[src/rtl/pndcmd_pkg.sv]
// package for the pending-request and event-enable command block
// assumes decoded command fields in and parallel response fields out at the block edge
package pndcmd_pkg;
  // command and response type codes
  localparam logic [7:0] CMD_EVT_ENABLE = 8'h55;
  localparam logic [7:0] CMD_QUERY_PEND = 8'h56;
  localparam logic [7:0] CMD_SEND_REPLY = 8'h57;
  localparam logic [7:0] RSP_EVT_ENABLE = 8'hD5;
  localparam logic [7:0] RSP_QUERY_PEND = 8'hD6;
  localparam logic [7:0] RSP_SEND_REPLY = 8'hD7;
  localparam logic [7:0] RSP_UNKNOWN = 8'hFF;
  // notification type codes gated by the enable bits
  localparam logic [7:0] EVT_MEDIUM = 8'h70;
  localparam logic [7:0] EVT_PLDM = 8'h71;
  localparam logic [7:0] EVT_SPDM = 8'h72;
  // enable bitmap field positions
  localparam int EN_MEDIUM_BIT = 0;
  localparam int EN_PLDM_BIT = 1;
  localparam int EN_SPDM_BIT = 2;
  localparam int EN_WIDTH = 16;
  localparam logic [2:0] EN_RESET = 3'h0;
  // generic response and reason codes only
  localparam logic [15:0] RESP_OK = 16'h0000;
  localparam logic [15:0] RSP_FAIL = 16'h0001;
  localparam logic [15:0] REASON_NONE = 16'h0000;
  localparam logic [15:0] REASON_UNKNOWN = 16'h0003;
  // reply flags byte
  localparam int FLAG_PEND_BIT = 0;
  localparam logic [7:0] FLAGS_RESET = 8'h00;
  // queue defaults
  localparam int QUEUE_DEPTH = 4;
  localparam int MSG_WIDTH = 32;
  localparam logic [7:0] OWNER_ID_RESET = 8'h00;
endpackage

[src/rtl/pndcmd_queue.sv]
// queue of device-originated requests awaiting delivery
// assumes pushes from local logic and pops from the command engine
`timescale 1ns/10ps
module pndcmd_queue #(
  parameter int WIDTH = pndcmd_pkg::MSG_WIDTH,
  parameter int DEPTH = pndcmd_pkg::QUEUE_DEPTH
) (
  input wire logic mclk_in,
  input wire logic sys_rst_in,
  input wire logic push_in,
  input wire logic [WIDTH-1:0] push_data_in,
  input wire logic pop_in,
  output logic [WIDTH-1:0] head_out,
  output logic empty_out,
  output logic full_out,
  output logic [$clog2(DEPTH):0] count_out
);
  localparam int AW = $clog2(DEPTH);

  initial begin
    if (DEPTH < 2 || (1 << AW) != DEPTH)
      $error("queue depth must be a power of two, at least 2");
  end

  logic [WIDTH-1:0] mem [DEPTH]; // request storage
  logic [AW-1:0] rd_ptr; // oldest entry
  logic [AW-1:0] wr_ptr; // next free slot
  logic [AW:0] count; // entries held
  wire do_push = push_in && (count != (AW+1)'(DEPTH));
  wire do_pop = pop_in && (count != '0);

  // pointers and count; a push into a full queue is dropped
  always_ff @(posedge mclk_in or posedge sys_rst_in) begin
    if (sys_rst_in) begin
      rd_ptr <= '0;
      wr_ptr <= '0;
      count <= '0;
    end else begin
      if (do_push)
        wr_ptr <= wr_ptr + 1'b1;
      if (do_pop)
        rd_ptr <= rd_ptr + 1'b1;
      count <= count + (AW+1)'(do_push) - (AW+1)'(do_pop);
    end
  end

  // storage write, no reset needed for data
  always_ff @(posedge mclk_in) begin
    if (do_push)
      mem[wr_ptr] <= push_data_in;
  end

  assign head_out = mem[rd_ptr];
  assign empty_out = (count == '0);
  assign full_out = (count == (AW+1)'(DEPTH));
  assign count_out = count;
endmodule

[src/rtl/pndcmd_core.sv]
// command interpreter for pending-request query, reply and event enable
// assumes a decoded command arrives as one strobe with its fields; header,
// checksum and padding are built by the packet framer outside
//
// Contract
// - recognise query 0x56, answer with 0xD6
// - one request at most per query answer
// - device picks delivery order of queued requests
// - query command implemented for originated requests
// - empty queue: query succeeds, no request content
// - codes at 16-19, request from byte 20
// - request fields present only when one pending
// - 0xD7 flags bit 0 shows more pending
// - flag bits 7 to 1 read zero
// - only generic reason codes used
// - accept 0x55 event-enable command
// - store owner identifier, stamp every notification
// - bit 0 gates medium-change notification 0x70
// - bit 1 gates pending-request notification 0x71
// - bit 2 gates pending-secure-request notification 0x72
// - event-enable answered with 0xD5
`timescale 1ns/10ps
module pndcmd_core #(
  parameter int MSG_W = pndcmd_pkg::MSG_WIDTH,
  parameter int DEPTH = pndcmd_pkg::QUEUE_DEPTH
) (
  input wire logic mclk_in,
  input wire logic sys_rst_in,
  // decoded command from the management_controller
  input wire logic cmd_valid_in,
  input wire logic [7:0] cmd_type_in,
  input wire logic cmd_error_in,
  input wire logic [31:0] cmd_word16_in,
  input wire logic [7:0] cmd_owner_in,
  // locally originated requests
  input wire logic req_push_in,
  input wire logic [MSG_W-1:0] req_data_in,
  output logic req_full_out,
  // local events wanting notification
  input wire logic medium_event_in,
  input wire logic spdm_event_in,
  // response
  output logic rsp_valid_out,
  output logic [7:0] rsp_type_out,
  output logic [15:0] rsp_code_out,
  output logic [15:0] rsp_reason_out,
  output logic rsp_has_msg_out,
  output logic [MSG_W-1:0] rsp_msg_out,
  output logic [7:0] rsp_flags_out,
  // notification
  output logic evt_valid_out,
  output logic [7:0] evt_type_out,
  output logic [7:0] evt_owner_out,
  // status
  output logic [2:0] evt_enable_out,
  output logic pending_out,
  output logic [31:0] reply_word_out
);
  initial begin
    if (MSG_W < 8)
      $error("message width must be at least 8");
  end

  // queue interface
  logic q_pop; // pop on delivery
  logic [MSG_W-1:0] q_head; // next request to hand out
  logic q_empty; // nothing pending
  logic q_full; // no room
  logic [$clog2(DEPTH):0] q_count; // entries held

  // oldest-first order chosen by the device
  pndcmd_queue #(.WIDTH(MSG_W), .DEPTH(DEPTH)) u_queue (
    .mclk_in(mclk_in),
    .sys_rst_in(sys_rst_in),
    .push_in(req_push_in),
    .push_data_in(req_data_in),
    .pop_in(q_pop),
    .head_out(q_head),
    .empty_out(q_empty),
    .full_out(q_full),
    .count_out(q_count)
  );

  // command decode
  wire is_query = cmd_valid_in && !cmd_error_in &&
    (cmd_type_in == pndcmd_pkg::CMD_QUERY_PEND);
  wire is_reply = cmd_valid_in && !cmd_error_in &&
    (cmd_type_in == pndcmd_pkg::CMD_SEND_REPLY);
  wire is_enable = cmd_valid_in && !cmd_error_in &&
    (cmd_type_in == pndcmd_pkg::CMD_EVT_ENABLE);
  wire is_other = cmd_valid_in && !is_query && !is_reply && !is_enable;
  // a pending request is present after this query's pop
  wire more_after_pop = (q_count > ($clog2(DEPTH)+1)'(1));
  // one request per query, only when present
  assign q_pop = is_query && !q_empty;
  // low half of bytes 16-19 is the enable bitmap; bits above 2 reserved
  wire [pndcmd_pkg::EN_WIDTH-1:0] en_map = cmd_word16_in[15:0];

  // notification request, gated by enables
  logic pldm_arrived; // first request entering empty queue
  assign pldm_arrived = req_push_in && q_empty;
  wire want_medium = medium_event_in &&
    evt_enable_out[pndcmd_pkg::EN_MEDIUM_BIT];
  wire want_pldm = pldm_arrived &&
    evt_enable_out[pndcmd_pkg::EN_PLDM_BIT];
  wire want_spdm = spdm_event_in &&
    evt_enable_out[pndcmd_pkg::EN_SPDM_BIT];

  // picks one notification per cycle; medium first
  function automatic logic [7:0] pick_evt(input logic m, input logic p);
    if (m)
      pick_evt = pndcmd_pkg::EVT_MEDIUM;
    else if (p)
      pick_evt = pndcmd_pkg::EVT_PLDM;
    else
      pick_evt = pndcmd_pkg::EVT_SPDM;
  endfunction

  // next response fields
  logic [7:0] next_type;
  logic [15:0] next_code;
  logic [15:0] next_reason;
  logic next_has_msg;
  logic [7:0] next_flags;
  always_comb begin
    next_type = pndcmd_pkg::RSP_UNKNOWN;
    next_code = pndcmd_pkg::RESP_OK;
    next_reason = pndcmd_pkg::REASON_NONE;
    next_has_msg = 1'b0;
    next_flags = pndcmd_pkg::FLAGS_RESET;
    if (is_query) begin
      next_type = pndcmd_pkg::RSP_QUERY_PEND;
      // empty queue still succeeds with no message
      next_has_msg = !q_empty;
    end else if (is_reply) begin
      next_type = pndcmd_pkg::RSP_SEND_REPLY;
      next_flags[pndcmd_pkg::FLAG_PEND_BIT] = !q_empty;
    end else if (is_enable) begin
      next_type = pndcmd_pkg::RSP_EVT_ENABLE;
    end else if (is_other) begin
      // generic failure for errored or foreign commands
      next_type = cmd_type_in | 8'h80;
      next_code = pndcmd_pkg::RSP_FAIL;
      next_reason = pndcmd_pkg::REASON_UNKNOWN;
    end
  end

  // response registers, one-cycle strobe
  always_ff @(posedge mclk_in or posedge sys_rst_in) begin
    if (sys_rst_in) begin
      rsp_valid_out <= 1'b0;
      rsp_type_out <= 8'h00;
      rsp_code_out <= pndcmd_pkg::RESP_OK;
      rsp_reason_out <= pndcmd_pkg::REASON_NONE;
      rsp_has_msg_out <= 1'b0;
      rsp_msg_out <= '0;
      rsp_flags_out <= pndcmd_pkg::FLAGS_RESET;
    end else begin
      rsp_valid_out <= cmd_valid_in;
      rsp_type_out <= next_type;
      rsp_code_out <= next_code;
      rsp_reason_out <= next_reason;
      rsp_has_msg_out <= next_has_msg;
      rsp_msg_out <= next_has_msg ? q_head : '0;
      rsp_flags_out <= next_flags;
    end
  end

  // enable bits and owner identifier
  always_ff @(posedge mclk_in or posedge sys_rst_in) begin
    if (sys_rst_in) begin
      evt_enable_out <= pndcmd_pkg::EN_RESET;
      evt_owner_out <= pndcmd_pkg::OWNER_ID_RESET;
    end else if (is_enable) begin
      evt_enable_out <= en_map[2:0];
      evt_owner_out <= cmd_owner_in;
    end
  end

  // notification strobe; owner id rides along on evt_owner_out
  always_ff @(posedge mclk_in or posedge sys_rst_in) begin
    if (sys_rst_in) begin
      evt_valid_out <= 1'b0;
      evt_type_out <= 8'h00;
    end else begin
      evt_valid_out <= want_medium || want_pldm || want_spdm;
      evt_type_out <= pick_evt(want_medium, want_pldm);
    end
  end

  // status: pending flag and last reply word from the controller
  always_ff @(posedge mclk_in or posedge sys_rst_in) begin
    if (sys_rst_in) begin
      pending_out <= 1'b0;
      req_full_out <= 1'b0;
      reply_word_out <= 32'h00000000;
    end else begin
      // reflects queue after this cycle's push and pop
      pending_out <= req_push_in || (q_pop ? more_after_pop : !q_empty);
      req_full_out <= q_full;
      if (is_reply)
        reply_word_out <= cmd_word16_in;
    end
  end
endmodule

[config.mk]
export PLATFORM = sky130hd
export DESIGN_NAME = pndcmd_core
export DESIGN_NICKNAME = d
export VERILOG_FILES = /design/src/rtl/pndcmd_pkg.sv /design/src/rtl/pndcmd_queue.sv /design/src/rtl/pndcmd_core.sv
export SDC_FILE = /design/constraint.sdc
export NUM_CORES = 1
export LEC_CHECK = 0
export BUFFER_PORTS_ARGS = -buffer_cell sky130_fd_sc_hd__buf_2
export CAP_MARGIN = 5
export CORE_MARGIN = 2
export CORE_UTILIZATION = 53
export DETAILED_ROUTE_END_ITERATION = 6
export PLACE_DENSITY = 0.88
export SYNTH_ARGS = -nofsm -noshare
export SYNTH_HDL_FRONTEND = slang
export SYNTH_SLANG_ARGS = --single-unit
[constraint.sdc]
create_clock -name mclk_in -period 3.3 [get_ports mclk_in]
set_input_delay 0.165 -clock mclk_in [delete_from_list [all_inputs] [get_ports mclk_in]]
set_output_delay 0.165 -clock mclk_in [all_outputs]
set_load 0.05 [all_outputs]
==> results_dict.tcl, run 1 <==
set metrics [dict create \
    crit_required_ns 3.69 \
    wl_per_cell_um 19.74 \
    total_power_mw 7.107 \
    p_per_area_mw_per_mm2 627.7 \
    rsz0062_at_grt "no" \
    fin_nets 828 \
    via_per_inst 5.008 \
    maxCapViolations 0 \
    synth_area_mm2 0.008768 \
    post_cts_buffers 0 \
    drt_first_pass_iters 4 \
    critPathTopFamily "adder cells" \
    yosys.area_share.simple_pct 4.951 \
    ant_nets 0 \
    path_buf_inv 3 \
    synth_edf_count 128 \
    worstPathMaxFanout 6 \
    rows 47 \
    relSlewSlack_pct 40.34 \
    n_antenna_cell 0 \
    cts_buffer_depth 3 \
    hold_violations 0 \
    hold_ws_ns 0.1518 \
    synth-seq-cells 227 \
    multi_input_area_mm2 0.002100 \
    synthFlopType "edfxtp_1" \
    syn_area_per_cell_um2 19.19 \
    crit_path_end_kind "register" \
    path_common_cell "inv_1" \
    synth_top_area_share_pct 43.84 \
    core_area_mm2 0.01635 \
    grt_max_degree 65 \
    antenna_found_initial 0 \
    filler_cell_count 1021 \
    die_height_um 132.6 \
    clk_latency_ns 0.50 \
    drt_iter0_drc 238 \
    yosys_warnings 0 \
    synth_compound_gate_area_share_pct 0.4281 \
    fmax_mhz 444.3 \
    port_buffers 183 \
    initial_utilization_pct 53.64 \
    period_minus_slack_ns 2.251 \
    gp_congestion 0.8435 \
    track_usage_pct 22.11 \
    critPathMaxStageDelay_ns 0.46 \
    ctsHoldBuffers 86 \
    worst_path_max_delay_cell "dfrtp_1" \
    yosys-top-cells-area "edfxtp_1, dfrtp_1, mux4_2" \
    seq_area_frac_synth_pct 72.09 \
    leakagePower_nw 4.950 \
    synthAdderAreaFrac_pct 1.227 \
    synth_top_family_by_area "multiplexers" \
    cp.arrival_ns 2.64 \
    drc 0 \
    overflow 0 \
    synth-async-reset-ratio_pct 43.61 \
    netlist_instances 457 \
    setup_viol 0 \
    path_clk_slew_ns 0.06 \
    numCtsBuffers 23 \
    dp_hpwl_um 11390 \
    timing.final.max_slew_violations 0 \
    clock-root-buffer "clkbuf_16" \
    vias 4853 \
    cts.sinks 227 \
    yosysTopAreaCell "edfxtp_1" \
    critical_path.cell_chain "or3_4, nand4_2, inv_1, ha_1, inv_1, ha_1, inv_1, fa_1, xor2_1" \
    fin_ws_ns 1.049 \
    crit_type "register to register" \
    synth_xor_area_share_pct 0.3995 \
    area_growth_pct 29.12 \
    skew_ns 0.01532 \
    cts_tree "yes" \
    die_area_mm2 0.01759 \
    hold_class "primary input to register" \
    htreeDepth 1 \
    dp_slack_ns 1.046 \
    final_util_pct 69.26 \
    regArea_mm2 0.006324 \
    synth_cell_types 37 \
    synth_mux_area_share_pct 15.15 \
    yosysMostFrequentCell "edfxtp_1" \
    pin_count 223 \
    drive_above_1_share_pct 41.39 \
    grt_pass1_vias 5250 \
    wirelength_um 19130 \
    ir_drop_mv 0.4158 \
    worstMarginPinSlew_ns 0.8949 \
    final.setup.tns_ns 0 \
    die_w_um 132.6 \
    synth_common_cells "edfxtp_1, dfrtp_1, buf_4" \
    worst_setup_path_start_kind "register" \
    grt_pass1_wl_um 29810 \
    status "completed" \
    cts_resized 0 \
    post-route-period-util_pct 68.21 \
]
[tightest hold or removal path, stage by stage]
cell and delay [ns]:
buf_2 0.09, and4bb_4 0.25, nand2_1 0.06, nor2_1 0.04
[cell families after synthesis]
kind of cell | Yosys count
flip-flops | 227
multiplexers | 76
buffers and inverters | 71
AND/OR/NAND/NOR | 64
adder cells (fa/ha/maj) | 8
AO/OA/AOI/OAI | 5
XOR/XNOR | 4
other | 2
[final cells by class]
type	instances	share of cell area, %
Tap cell	220	2.431
Clock inverter	13	1.260
Timing Repair Buffer	274	16.13
Sequential cell	227	55.85
Multi-Input combinational cell	197	18.54
Inverter	10	0.3536
Clock buffer	28	5.426
[power breakdown]
group	switching, mW	internal, mW
Sequential	0.126	3.43
Combinational	0.623	0.345
Clock	1.03	1.56
[cells in the final DEF, fill, tap and decap left out, types with 7 or more instances in the layout]
cell type      count
dfrtp_1           97
mux4_2            32
buf_2            183
or2b_1             7
clkbuf_16         23
edfxtp_1         128
conb_1            40
dlygate4sd3_1     86
mux2_4            30
ha_1               7
inv_1              9
nor2b_1           32
mux2_2            14
[sequential cells by signal, summed over array words and instances, names as in the netlist]
register	count
pending_out	1
u_queue.rd_ptr	2
evt_type_out	3
req_full_out	1
evt_owner_out	8
rsp_reason_out	1
rsp_valid_out	1
rsp_type_out	7
u_queue.mem	128
evt_valid_out	1
evt_enable_out	3
rsp_flags_out	1
u_queue.count_out	3
u_queue.wr_ptr	2
reply_word_out	32
rsp_msg_out	32
rsp_has_msg_out	1
[metrics by stage]
step                      cell area, um2  instances
after floorplan                     8911        495
after global routing               11320        969
after CTS                          11320        969
after global placement              9704        842
final                              11320        969
after detailed placement            9704        842
[path summary, 6_finish.rpt]
| check | startpoint | endpoint | slack (ns) | cells after the start |
|---|---|---|---|---|
| setup / recovery | u_queue.count_out[1]$_DFF_PP0_ | u_queue.count_out[2]$_DFF_PP0_ | 1.05 | 9 |
| hold / removal | cmd_type_in[7] | rsp_flags_out[0]$_DFF_PP0_ | 0.15 | 4 |
| setup reg to reg | u_queue.count_out[1]$_DFF_PP0_ | u_queue.count_out[2]$_DFF_PP0_ | 1.05 | 9 |
| hold reg to reg | reply_word_out[7]$_DFFE_PP0P_ | reply_word_out[7]$_DFFE_PP0P_ | 0.51 | 1 |
| max in group asynchronous | sys_rst_in | rsp_msg_out[14]$_DFF_PP0_ | 2.19 | 4 |
| min in group asynchronous | sys_rst_in | rsp_type_out[4]$_DFF_PP0_ | 0.42 | 3 |
[layer usage]
layer,track usage [%],wire [um],share of wire [%]
met1,27.86,7342,38
met2,39.29,10130,53
met3,4.291,1244,6.5
met4,6.272,415,2.2
met5,0,0,0
Note: power is estimated with default switching activity, not from simulation.
==> run 2, diff against run 1 <==
==> constraint.sdc (replaced) <==
create_clock -name mclk_in -period 2.14 [get_ports mclk_in]
set_input_delay 0.107 -clock mclk_in [delete_from_list [all_inputs] [get_ports mclk_in]]
set_output_delay 0.107 -clock mclk_in [all_outputs]
set_load 0.05 [all_outputs]
==> run 2 against run 1 <==
  * Register-to-register slack got worse by 1.0 ns
  * Die area unchanged
  * Total power up 53%
  * Clock skew is 0.0044 ns lower
  * Sequential power is 54% higher
  * Cell count increased by 0.83%
  * Critical path type unchanged
  * Largest power group unchanged
==> results_dict.tcl, run 2 (synthesis gave the netlist of run 1 again) <==
set metrics [dict create \
    dp_slack_ns -0.01808 \
    largest_register_ff_count 128 \
    n_antenna_cell 0 \
    crit_type "register to register" \
    dp_hpwl_um 11390 \
    leakagePower_nw 4.952 \
    pin_count 223 \
    multi_input_area_mm2 0.002137 \
    die_area_mm2 0.01759 \
    p_per_area_mw_per_mm2 952.5 \
    core_area_mm2 0.01635 \
    fin_ws_ns 0.02928 \
    overflow 0 \
    numCtsBuffers 23 \
    top_regs "u_queue.mem (128), reply_word_out (32), rsp_msg_out (32)" \
    top_register "u_queue.mem" \
    grt_pass1_vias 5355 \
    period_minus_slack_ns 2.111 \
    path_clk_slew_ns 0.06 \
    crit_path_end_kind "register" \
    relSlewSlack_pct 40.23 \
    layout_commonest_cell "buf_2" \
    cp.arrival_ns 2.23 \
    antenna_found_initial 0 \
    worstMarginPinSlew_ns 0.8966 \
    timing.final.max_slew_violations 0 \
    hold_class "primary input to register" \
    crit_required_ns 2.26 \
    rows 47 \
    clk_latency_ns 0.50 \
    whs_path_depth 4 \
    cts.sinks 227 \
    reg2reg_from "u_queue.count_out[2]$_DFF_PP0_" \
    setup_viol 0 \
    grt_pass1_wl_um 30560 \
    filler_cell_count 980 \
    rr_worst_depth 3 \
    worstPathMaxFanout 32 \
    hold_path_end "rsp_flags_out[0]$_DFF_PP0_" \
    initial_utilization_pct 53.64 \
    wirelength_um 19290 \
    worst_setup_path_start_kind "register" \
    track_usage_pct 22.54 \
    cts_buffer_depth 3 \
    rr_endpoint "u_queue.mem[3][8]$_DFFE_PP_" \
    hold_violations 0 \
    hp-start "cmd_type_in[7]" \
    regArea_mm2 0.006322 \
    fmax_mhz 473.8 \
    via_per_inst 5.060 \
    htreeDepth 1 \
    total_power_mw 10.85 \
    final_cell_mix "buf_2, edfxtp_1, dfrtp_1" \
    drc 0 \
    maxCapViolations 0 \
    post-route-period-util_pct 98.63 \
    cts_tree "yes" \
    area_growth_pct 29.92 \
    vias 4944 \
    skew_ns 0.01090 \
    drive_above_1_share_pct 42.80 \
    die_w_um 132.6 \
    port_buffers 183 \
    clock-root-buffer "clkbuf_16" \
    fin_nets 835 \
    die_height_um 132.6 \
    drt_first_pass_iters 4 \
    grt_max_degree 75 \
    status "completed" \
    r2r_slack_ns 0.03 \
    rsz0062_at_grt "yes" \
    wl_per_cell_um 19.75 \
    gp_congestion 0.8367 \
    ir_drop_mv 0.9990 \
    drt_iter0_drc 266 \
    ant_nets 0 \
]
run 2: per-stage QoR:
step	TNS [ns]	hold WS, ns	area, um2	instances	util (%)
after floorplan	-1.459	0.1384	8960	495	-
after global placement	0	0.2475	9828	850	60.12
after detailed placement	-0.4968	0.2490	9828	850	60.12
after CTS	-0.6880	0.08270	11390	977	69.68
after global routing	-13.49	0.1132	11390	977	69.68
final	0	0.1204	11390	977	69.68
run 2: cell type report:
class	instances	share of cell area (%)
clock buffer	28	5.217
clock inverter	14	1.032
inverter	10	0.3844
multi-input combinational	197	18.76
sequential	227	55.50
tap	220	2.416
timing repair buffer	281	16.69
run 2: what timing repair did:
item / in CTS / in global routing
resized for setup: 1 / 0
setup buffers: 0 / 0
hold buffers: 85 / 0
setup endpoints to repair: 34 / 96
gates cloned: 0 / 0
endpoints found under the hold margin: 284 / 0
run 2: how the worst max path moves through the flow:
stage / end / cells after the start / slack, ns / start
after floorplan: u_queue.mem[2][0]$_DFFE_PP_ / 4 / -0.01 / u_queue.count_out[2]$_DFF_PP0_
after global placement: u_queue.mem[3][9]$_DFFE_PP_ / 3 / 0.1 / u_queue.count_out[2]$_DFF_PP0_
after detailed placement: u_queue.mem[1][9]$_DFFE_PP_ / 3 / -0.02 / u_queue.count_out[2]$_DFF_PP0_
after CTS: u_queue.mem[3][24]$_DFFE_PP_ / 3 / -0.02 / u_queue.count_out[2]$_DFF_PP0_
after global routing: u_queue.mem[3][24]$_DFFE_PP_ / 3 / -0.16 / u_queue.count_out[2]$_DFF_PP0_
final: u_queue.mem[3][8]$_DFFE_PP_ / 3 / 0.03 / u_queue.count_out[2]$_DFF_PP0_
run 2: critical path, cell delays in order (launching register included):
cell     delay (ns)
dfrtp_1        0.42
nor3b_1        0.17
nor2b_1        0.31
and2_2         0.80
run 2: metal layers:
| metal | track usage (%) | vias up | share of wire, % |
|---|---|---|---|
| met5 | 0 | - | 0 |
| met4 | 7.049 | 0 | 2.8 |
| met3 | 4.713 | 40 | 7.3 |
| met2 | 40.01 | 239 | 52 |
| met1 | 27.91 | 2510 | 38 |
| li1 | - | 2155 | - |
run 2: power by group:
part | internal [mW] | switching [mW]
Clock | 2.13 | 1.64
Sequential | 5.28 | 0.169
Combinational | 0.598 | 1.03
